## config.mk

```make
export PLATFORM = sky130hd
export DESIGN_NAME = sleep_controller
export DESIGN_NICKNAME = d
export VERILOG_FILES = /design/src/pkg/sleep_pkg.sv /design/src/design/sleep_controller.sv
export SDC_FILE = /design/constraint.sdc
export NUM_CORES = 1
export LEC_CHECK = 0
export ABC_AREA = 1
export BUFFER_PORTS_ARGS = -buffer_cell sky130_fd_sc_hd__buf_2
export CORE_AREA = 2 2 52 54
export CTS_CLUSTER_SIZE = 40
export DETAILED_ROUTE_END_ITERATION = 10
export DIE_AREA = 0 0 54 56
export GPL_TIMING_DRIVEN = 0
export PLACE_DENSITY = 0.86
export SLEW_MARGIN = 20
export SYNTH_ARGS = -nofsm -noshare
export SYNTH_HDL_FRONTEND = slang
export SYNTH_SLANG_ARGS = --single-unit
```

## constraint.sdc

```tcl
create_clock -name clk -period 1.7 [get_ports clk]
set_input_delay 0.255 -clock clk [delete_from_list [all_inputs] [get_ports clk]]
set_output_delay 0.255 -clock clk [all_outputs]
set_load 0.03 [all_outputs]
```

## src/pkg/sleep_pkg.sv

```systemverilog
// shared constants for the sleep mode controller
package sleep_pkg;
  localparam int ENABLE_BIT = 0;
  localparam int MODE_LSB = 1;
  localparam int MODE_MSB = 2;
  localparam logic [1:0] MODE_IDLE = 2'h0;
  localparam logic [1:0] MODE_STANDBY = 2'h1;
  localparam logic [1:0] MODE_POWER_DOWN = 2'h2;
  localparam logic [2:0] CONTROL_A_RESET = 3'h0;
  localparam logic [1:0] BOD_WAIT_FOR_READY = 2'h3;
  localparam int WAKE_CYCLES = 6;
  localparam int WAKE_CNT_W = 3;
  localparam logic [WAKE_CNT_W-1:0] WAKE_CNT_ZERO = 3'h0;
  localparam logic [WAKE_CNT_W-1:0] WAKE_CNT_ONE = 3'h1;
  localparam logic [WAKE_CNT_W-1:0] WAKE_CNT_LOAD = 3'(WAKE_CYCLES);
endpackage

```

## src/design/sleep_controller.sv

```systemverilog
// sleep mode controller: entry, clock gating, wake sources and wake-up latency
`timescale 1ns/1ns
`default_nettype none
// Operation
// - one active mode plus three sleep modes
// - mode field bits 2:1, enable bit 0
// - sleep halts cpu and gates excluded domains
// - enabled interrupt wakes; resume after sleep
// - any reset leaves sleep
// - debug break wakes to active mode
// - running debug leaves sleep unaffected
// - idle stops cpu only, any interrupt wakes
// - standby peripherals follow run-in-standby
// - standby wake source list with conditions
// - power down keeps watchdog and timer only
// - wake takes six clocks plus oscillator start
// - oscillator start only after standby/power down
// - power down clocks only low-power sources
// - brownout ready gates wake when configured
// - runs on the peripheral clock
module sleep_controller (
  input wire logic clk,
  input wire logic rst_n,
  input wire logic control_a_we,
  input wire logic [2:0] control_a_wdata,
  output logic [2:0] control_a_rdata,
  input wire logic sleep_instr,
  input wire logic debug_break,
  input wire logic pin_irq,
  input wire logic twi_addr_match_irq,
  input wire logic periodic_timer_irq,
  input wire logic timer_b_irq,
  input wire logic uart_sof_irq,
  input wire logic rtc_irq,
  input wire logic adc_window_irq,
  input wire logic other_irq,
  input wire logic uart_run_in_standby,
  input wire logic rtc_run_in_standby,
  input wire logic adc_run_in_standby,
  input wire logic main_osc_run_in_standby,
  input wire logic main_osc_ready,
  input wire logic low_power_osc_needed,
  input wire logic [1:0] brownout_config_fuse,
  input wire logic brownout_ready,
  output logic cpu_halt,
  output logic cpu_clk_en,
  output logic peripheral_clk_en,
  output logic rtc_clk_en,
  output logic adc_clk_en,
  output logic uart_clk_en,
  output logic watchdog_clk_en,
  output logic periodic_timer_clk_en,
  output logic main_osc_en,
  output logic low_power_osc_en,
  output logic sleeping,
  output logic [1:0] sleep_mode
);
  // one awake state, others asleep or waking
  typedef enum logic [3:0] {
    ST_ACTIVE = 4'h1,
    ST_SLEEP = 4'h2,
    ST_OSC = 4'h4,
    ST_COUNT = 4'h8
  } state_t;

  state_t state_q, state_d;
  logic [2:0] ctrl_q;
  logic [1:0] mode_q;
  logic [sleep_pkg::WAKE_CNT_W-1:0] cnt_q, cnt_d;

  wire logic [1:0] sel_mode = ctrl_q[sleep_pkg::MODE_MSB:sleep_pkg::MODE_LSB];
  wire logic sel_enable = ctrl_q[sleep_pkg::ENABLE_BIT];
  wire logic sel_legal = sel_mode != 2'h3;
  wire logic in_idle = mode_q == sleep_pkg::MODE_IDLE;
  wire logic in_stby = mode_q == sleep_pkg::MODE_STANDBY;
  wire logic in_power_down_mode = mode_q == sleep_pkg::MODE_POWER_DOWN;
  // standby sources, some gated by run-in-standby
  wire logic wake_stby = pin_irq | twi_addr_match_irq | periodic_timer_irq | timer_b_irq
    | (uart_sof_irq & uart_run_in_standby) | (rtc_irq & rtc_run_in_standby)
    | (adc_window_irq & adc_run_in_standby);
  wire logic wake_power_down_mode = pin_irq | twi_addr_match_irq | periodic_timer_irq;
  wire logic wake_idle = wake_stby | uart_sof_irq | rtc_irq | adc_window_irq | other_irq;
  // only interrupts enabled upstream reach these inputs
  wire logic wake_irq = (in_idle & wake_idle) | (in_stby & wake_stby) | (in_power_down_mode & wake_power_down_mode);
  // only a break matters, running debug ignored
  // debug break wakes even without an interrupt
  wire logic wake_req = wake_irq | debug_break;
  // main oscillator stopped in power down, and in standby unless kept running
  wire logic osc_stopped = in_power_down_mode | (in_stby & ~main_osc_run_in_standby);
  wire logic bod_hold = brownout_config_fuse == sleep_pkg::BOD_WAIT_FOR_READY;
  wire logic count_done = cnt_q == sleep_pkg::WAKE_CNT_ONE;
  wire logic release_ok = count_done & (~bod_hold | brownout_ready);
  wire logic sleep_next = state_d != ST_ACTIVE;
  wire logic [1:0] mode_next = (state_q == ST_ACTIVE) ? sel_mode : mode_q;

  always_comb
  begin
    state_d = state_q;
    cnt_d = cnt_q;
    unique case (state_q)
      ST_ACTIVE:
      begin
        // sleep only with enable and legal mode
        if (sleep_instr && sel_enable && sel_legal)
          state_d = ST_SLEEP;
      end
      ST_SLEEP:
      begin
        if (wake_req)
        begin
          // six clocks, after oscillator start if stopped
          cnt_d = sleep_pkg::WAKE_CNT_LOAD;
          state_d = (osc_stopped && !main_osc_ready) ? ST_OSC : ST_COUNT;
        end
      end
      ST_OSC:
      begin
        cnt_d = sleep_pkg::WAKE_CNT_LOAD;
        if (main_osc_ready)
          state_d = ST_COUNT;
      end
      ST_COUNT:
      begin
        if (cnt_q != sleep_pkg::WAKE_CNT_ONE)
          cnt_d = cnt_q - sleep_pkg::WAKE_CNT_ONE;
        if (release_ok)
        begin
          state_d = ST_ACTIVE;
          cnt_d = sleep_pkg::WAKE_CNT_ZERO;
        end
      end
      default:
        state_d = ST_ACTIVE;
    endcase
  end

  // any reset returns to active at once, asynchronously
  always_ff @(posedge clk or negedge rst_n)
  begin
    if (!rst_n)
    begin
      state_q <= ST_ACTIVE;
      cnt_q <= sleep_pkg::WAKE_CNT_ZERO;
      mode_q <= sleep_pkg::MODE_IDLE;
    end
    else
    begin
      state_q <= state_d;
      cnt_q <= cnt_d;
      mode_q <= mode_next;
    end
  end

  // control register, writable only while awake
  always_ff @(posedge clk or negedge rst_n)
  begin
    if (!rst_n)
      ctrl_q <= sleep_pkg::CONTROL_A_RESET;
    else if (control_a_we && state_q == ST_ACTIVE)
      ctrl_q <= control_a_wdata;
  end

  wire logic awake_n = ~sleep_next;
  wire logic idle_n = mode_next == sleep_pkg::MODE_IDLE;
  wire logic stby_n = mode_next == sleep_pkg::MODE_STANDBY;
  always_ff @(posedge clk or negedge rst_n)
  begin
    if (!rst_n)
    begin
      cpu_halt <= 1'b0;
      cpu_clk_en <= 1'b1;
      peripheral_clk_en <= 1'b1;
      rtc_clk_en <= 1'b1;
      adc_clk_en <= 1'b1;
      uart_clk_en <= 1'b1;
      watchdog_clk_en <= 1'b1;
      periodic_timer_clk_en <= 1'b1;
      main_osc_en <= 1'b1;
      low_power_osc_en <= 1'b1;
      sleeping <= 1'b0;
      sleep_mode <= sleep_pkg::MODE_IDLE;
      control_a_rdata <= sleep_pkg::CONTROL_A_RESET;
    end
    else
    begin
      cpu_halt <= sleep_next;
      cpu_clk_en <= awake_n;
      peripheral_clk_en <= awake_n | idle_n;
      rtc_clk_en <= awake_n | idle_n | (stby_n & rtc_run_in_standby);
      adc_clk_en <= awake_n | idle_n | (stby_n & adc_run_in_standby);
      uart_clk_en <= awake_n | idle_n | (stby_n & uart_run_in_standby);
      watchdog_clk_en <= 1'b1;
      periodic_timer_clk_en <= 1'b1;
      // main clock must keep running through the fixed count, not only the start-up wait
      main_osc_en <= awake_n | idle_n | (stby_n & main_osc_run_in_standby) | (state_d == ST_OSC)
        | (state_d == ST_COUNT);
      low_power_osc_en <= awake_n | ~(mode_next == sleep_pkg::MODE_POWER_DOWN) | low_power_osc_needed;
      sleeping <= sleep_next;
      sleep_mode <= mode_next;
      control_a_rdata <= (control_a_we && state_q == ST_ACTIVE) ? control_a_wdata : ctrl_q;
    end
  end

  no_sleep_a: assert property (@(posedge clk) disable iff (!rst_n)
    (state_q == ST_ACTIVE && sleep_instr && !sel_enable) |=> !sleeping)
    else $error("slept with enable clear");
  // wake from idle lands after six clocks
  idle_wake_a: assert property (@(posedge clk) disable iff (!rst_n)
    (state_q == ST_SLEEP && in_idle && wake_req && !bod_hold) |-> ##7 !cpu_halt)
    else $error("idle wake latency wrong");
  min_wake_a: assert property (@(posedge clk) disable iff (!rst_n)
    (state_q == ST_SLEEP && wake_req) |=> cpu_halt [*5])
    else $error("wake released early");
  bod_hold_a: assert property (@(posedge clk) disable iff (!rst_n)
    (state_q == ST_COUNT && bod_hold && !brownout_ready) |=> cpu_halt)
    else $error("released before brownout ready");
  cpu_clk_a: assert property (@(posedge clk) disable iff (!rst_n)
    (state_q != ST_ACTIVE) |-> !cpu_clk_en && sleeping)
    else $error("cpu clock on in sleep");
  power_down_mode_a: assert property (@(posedge clk) disable iff (!rst_n)
    (sleeping && sleep_mode == sleep_pkg::MODE_POWER_DOWN) |-> !peripheral_clk_en && !adc_clk_en)
    else $error("peripherals running in power down");
  idle_per_a: assert property (@(posedge clk) disable iff (!rst_n)
    (sleeping && sleep_mode == sleep_pkg::MODE_IDLE) |-> peripheral_clk_en)
    else $error("peripheral clock off in idle");
  // debug break leaves sleep within bound
  dbg_wake_a: assert property (@(posedge clk) disable iff (!rst_n)
    (state_q == ST_SLEEP && debug_break && !osc_stopped && !bod_hold) |-> ##[1:8] !sleeping)
    else $error("debug break did not wake");
  reserved_a: assert property (@(posedge clk) disable iff (!rst_n)
    sleeping |-> sleep_mode != 2'h3)
    else $error("reserved mode entered");
endmodule // sleep_controller
`default_nettype wire

```

Word-level counts from Yosys, hierarchy flattened
Cells that the tools add are included.
{"block": "op_classes", "n_lt_le_gt_ge": 0, "n_eq_ne": 17, "shifts": 0, "muxes": 12, "div": 0, "mul": 0, "n_bitwise": 40, "n_addsub": 1, "reduce_logical": 9}
{"operator": "1-bit bitwise OR", "count": 24}
{"operator": "4-bit two-way mux", "count": 5}
{"operator": "4-bit case mux with 4 select lines", "count": 1}
{"operator": "1-bit AND", "count": 12}
{"operator": "3-bit two-way mux", "count": 4}
{"operator": "3-bit case mux with 3 select lines", "count": 1}
{"operator": "4-bit by 3-bit == test with 1-bit output (second input constant)", "count": 2}
{"operator": "4-bit == test (second input constant)", "count": 2}
{"operator": "2-bit == test (second input constant)", "count": 3}
{"operator": "2-bit by 1-bit == test with 1-bit output (second input constant)", "count": 2}
{"operator": "4-bit by 1-bit == test with 1-bit output (second input constant)", "count": 1}
{"operator": "4-bit by 2-bit == test with 1-bit output (second input constant)", "count": 1}
{"operator": "1-bit logical AND", "count": 4}
{"operator": "2-bit zero test", "count": 2}
{"operator": "2-bit != test (second input constant)", "count": 2}
{"operator": "4-bit by 1-bit != test with 1-bit output (second input constant)", "count": 1}
{"operator": "1-bit inverter", "count": 4}
{"operator": "3-bit by 1-bit == test with 1-bit output (second input constant)", "count": 1}
{"operator": "3-bit by 1-bit != test with 1-bit output (second input constant)", "count": 1}
{"operator": "3-bit != test (second input constant)", "count": 1}
{"operator": "3-bit AND reduction", "count": 1}
{"operator": "3-bit nonzero test", "count": 1}
{"operator": "3-bit by 1-bit subtractor with 3-bit output (second input constant)", "count": 1}
{"operator": "2-bit two-way mux", "count": 1}
{"operator": "1-bit zero test", "count": 1}
{"block": "word_totals", "regBits": 20, "output_inout_bits": 16, "n_memories": 0, "latch_bits": 0, "in_bits": 25, "word_cells": 91, "ramBits": 0, "rom_bits": 0}

Longest topological paths before layout
{"block": "logic_depth", "word_depth": 22, "depth_mapped": 9, "depth_no_buf": 9}

Worst setup path after synthesis
Ideal clock, no wire load.
{"block": "synth_path", "path_type": "reg2reg", "start": "register, netlist name control_a_rdata[0]", "end": "register main_osc_en", "synth_period_minus_slack_ns": 1.309, "path_buffers": 0, "path_stages_with_launch": 8, "setup_ns": 0.084, "t_required_ns": 1.616, "setup_slack_ns": 0.391, "t_arrival_ns": 1.224, "path_cell_list": "dfrtp_1 > nand2_1 > a21oi_1 > nor2_1 > nor2_1 > o21ai_2 > nor2_4 > nand3_1"}
{"item": "end signal, assigned", "line": "sleep_controller.sv:195", "rtl": "main_osc_en <= awake_n | idle_n | (stby_n & main_osc_run_in_standby) | (state_d == ST_OSC)"}
{"item": "end, declared", "line": "sleep_controller.sv:53", "rtl": "output logic main_osc_en,"}

Final worst setup path
{"block": "layout_path", "start": "register cnt_q[0] in the netlist's numbering", "end": "register main_osc_en"}
{"block": "layout_via", "elab_chain_cells": 10, "word_cells_on_any_way": 12, "cone_classes": "eq/ne (4); mux (2); bitwise (6)"}
{"item": "start, declared", "line": "sleep_controller.sv:69", "rtl": "logic [sleep_pkg::WAKE_CNT_W-1:0] cnt_q, cnt_d;"}
{"item": "start signal, assigned", "line": "sleep_controller.sv:143", "rtl": "cnt_q <= sleep_pkg::WAKE_CNT_ZERO;"}
{"item": "start signal, assigned", "line": "sleep_controller.sv:149", "rtl": "cnt_q <= cnt_d;"}
{"item": "3-bit by 1-bit == test with 1-bit output (*)", "line": "sleep_controller.sv:91", "rtl": "wire logic count_done = cnt_q == sleep_pkg::WAKE_CNT_ONE;"}
{"item": "1-bit AND (*)", "line": "sleep_controller.sv:92", "rtl": "wire logic release_ok = count_done & (~bod_hold | brownout_ready);"}
{"item": "4-bit two-way mux (*)", "line": "sleep_controller.sv:126", "rtl": "if (release_ok)"}
{"item": "4-bit case mux with 4 select lines (*)", "line": "sleep_controller.sv:100", "rtl": "unique case (state_q)"}
{"item": "net state_d[0]", "line": "sleep_controller.sv:66", "rtl": "state_t state_q, state_d;"}
{"item": "4-bit by 1-bit != test with 1-bit output", "line": "sleep_controller.sv:93", "rtl": "wire logic sleep_next = state_d != ST_ACTIVE;"}
{"item": "1-bit inverter", "line": "sleep_controller.sv:163", "rtl": "wire logic awake_n = ~sleep_next;"}
{"item": "1-bit bitwise OR (3 in a row)", "line": "sleep_controller.sv:195"}
{"item": "1-bit bitwise OR (*)", "line": "sleep_controller.sv:196", "rtl": "| (state_d == ST_COUNT);"}
The timed path passes the listed nets; every way through them passes the cells marked *.
A chain may end at the register's enable or synchronous reset.

==> results.py <==
metrics = {
    "run_status": {
        "outcome": "complete, no violations",
    },
    "place": {
        "place_hpwl_mm": 1.81,
        "pre_cts_ws_ns": 0.269,
        "io_buffers": 38,
        "dp.cells": 207,
        "gp_congestion": 0.790,
    },
    "timing": {
        "setup_tns_ns": 0,
        "period_needed_ns": 1.45,
        "fmax_mhz": 688,
        "fin_crit_sh": 0.855,
        "final_hold_viol_count": 0,
        "rsz0062_at_grt": "false",
        "worst_slack_ns": 0.247,
        "clock_skew_ns": 0.00151,
        "maxSlewViolCount": 0,
        "setup_viol": 0,
    },
    "route": {
        "drc": 0,
        "drtAntennaViolNets": 0,
        "totalWireLength_mm": 2.26,
        "drt_iter0_markers": 17,
        "vias": 990,
        "drt-vias-per-instance": 4.67,
        "wl_per_cell_um": 10.6,
        "first_pass_iters": 4,
    },
    "clocking": {
        "clock-root-buffer": "clkbuf_4",
        "clk_path_buf_depth": 2,
        "path_clk_slew_ns": 0.11,
        "cts_setup_buffers": 0,
        "ctsHtreeMaxLevel": 1,
        "cts.sinks": 20,
        "cts_tree": "done",
        "clk-insertion-delay-late_ns": 0.30,
        "cts_buffers": 3,
    },
    "floorplanning": {
        "initial_core_util": 0.456,
        "dieArea_um2": 3020,
        "pin_count": 41,
        "die_h_um": 56,
        "row_count": 18,
        "core_area_um2": 2430,
        "die_w_um": 54,
    },
    "global_routing": {
        "grt_pass1_wl_mm": 3.95,
        "antenna_found_initial": 0,
        "grt_max_degree": 21,
        "grt_pass1_vias": 969,
        "grtUsageTotal": 0.173,
        "overflow": 0,
    },
    "layout": {
        "nets": 210,
        "final_cells": 212,
        "syn2layout_area_growth_pct": 26.5,
        "num_antenna_cells": 0,
        "drive_above_1_share": 0.396,
        "fillers": 235,
    },
    "hold_path": {
        "holdPathStages": 3,
        "hold_path.class": "input port to flip-flop",
    },
    "worst_setup_path": {
        "end_kind": "flip-flop",
        "arrival_ns": 1.68,
        "critical_path_class": "flip-flop to flip-flop",
        "crit_path_max_fanout": 5,
        "crit_required_ns": 1.93,
        "critPathLaunchType": "flip-flop",
        "r2r_slack_ns": 0.25,
        "r2r_cells": 7,
    },
    "power": {
        "p_leak_nw": 0.743,
        "irDropWorstVdd_uv": 1250,
        "p_per_area_nw_per_um2": 1920,
    },
    "synthesis": {
        "ys_types": 25,
        "yosys.area.top_type": "dfrtp_1",
        "synthCells": 138,
        "yosysWarnings": 0,
        "seq_area_frac_synth": 0.460,
        "synth_area_um2": 1110,
        "synth-seq-cells": 20,
        "netlist.area_leader.share": 0.271,
        "avgSynthCellArea_um2": 8.04,
        "synthTopCellsByArea": "dfrtp_1 (27%), dfstp_2 (19%), nand2_1 (13%), inv_1 (5.7%), nand3_1 (5.4%)",
    },
    "flow_run": {
        "drv_cap": 0,
    },
}
## where the power goes
group	leakage, nW	total (mW)	switching (mW)	internal (mW)
Clock	0.0279	0.383	0.145	0.238
Sequential	0.234	0.857	0.129	0.728
Combinational	0.482	1.45	0.967	0.484
## cell usage after synthesis
cell type	count
a21oi_1	2
inv_1	17
and2_4	1
nor2_4	1
nand3_2	2
nand2_1	39
dfstp_2	8
conb_1	1
nand3b_1	1
o21ai_2	3
dfrtp_1	12
clkinv_2	1
mux2_2	3
xnor2_1	1
nor2_2	3
buf_4	3
ha_1	2
o21bai_1	1
nor3_2	1
nand3_1	12
nor2_1	14
o21ai_0	4
nand2_2	3
a21oi_2	1
nor3_1	2
## metal layers
metal  part of all wire  up-vias  track usage
li1                   -      511            -
met1               0.41      454        0.211
met2               0.54       23        0.293
met3              0.045        2       0.0511
met4             0.0062        0       0.0393
met5                  0        -            0
## registers in the layout, indices dropped and copies added (netlist names), 2 cells and up
name / count
control_a_rdata: 3
sleep_mode: 2
state_q: 4
cnt_q: 3
## cell type report
type                            count  area (um^2)  area share
Sequential cell                    20          510       0.364
Tap cell                           30         37.5      0.0267
Clock inverter                      1         30.0      0.0214
Multi-Input combinational cell     98          512       0.365
Inverter                           18         68.8      0.0490
Buffer                              3         22.5      0.0160
Timing Repair Buffer               39          200       0.143
Clock buffer                        3         22.5      0.0160
## cells in the final DEF (no fill, tap or decap), drive strengths merged
cell / count
xnor2: 1
dfstp: 8
bufinv: 1
dfrtp: 12
nand3b: 1
a21oi: 3
mux2: 3
nand3: 14
nor2: 18
buf: 41
and2: 1
ha: 2
inv: 17
dlygate4sd3: 1
nor3: 3
clkbuf: 3
clkinv: 1
o21bai: 1
conb: 2
nand2: 42
o21ai: 7
## worst paths after layout
| path | start | endpoint |
|---|---|---|
| worst max-delay path | cnt_q[0]$_DFFE_PN0P_ | main_osc_en$_DFF_PN1_ |
| worst min-delay path | adc_run_in_standby | adc_clk_en$_DFF_PN1_ |
| worst max register to register | cnt_q[0]$_DFFE_PN0P_ | main_osc_en$_DFF_PN1_ |
| worst min register to register | cnt_q[1]$_DFFE_PN0P_ | cnt_q[1]$_DFFE_PN0P_ |
| max in group asynchronous | rst_n | uart_clk_en$_DFF_PN1_ |
| min in group asynchronous | rst_n | state_q[3]$_DFF_PN0_ |
## worst max-delay path, cell delays in order, from the launching register on
cell	delay [ns]
dfrtp_1	0.44
ha_1	0.23
nand3_1	0.12
nor2_1	0.09
nor2_1	0.15
o21ai_2	0.11
nor2_4	0.15
nand3_1	0.11
## per-stage QoR
step | cell area (um^2) | hold slack, ns | power (mW) | utilization
2_1_floorplan | 1110 | -0.0406 | 1.97 | -
3_3_place_gp | 1340 | 0.218 | 2.28 | 0.551
4_1_cts | 1400 | 0.143 | 2.72 | 0.577
5_1_grt | 1400 | 0.142 | 2.91 | 0.577
3_5_place_dp | 1340 | 0.223 | 2.32 | 0.551
6_report | 1400 | 0.152 | 2.69 | 0.577
## repair_timing
| item | in CTS | in global routing |
|---|---|---|
| hold buffers | 1 | 0 |
| gates resized for setup | 0 | 0 |
| endpoints found under the hold margin | 12 | 0 |
## kinds of logic after synthesis
| family | share of synthesized area |
|---|---|
| other | 0.00338 |
| xor gates and xnor gates | 0.00789 |
| AOI/OAI and AO/OA | 0.0654 |
| muxes | 0.0304 |
| adders and majority gates | 0.0225 |
| DFF | 0.460 |
| and+or+nand+nor | 0.328 |
| buffers and inverters | 0.0823 |
Power figures use the tool's default switching activity.
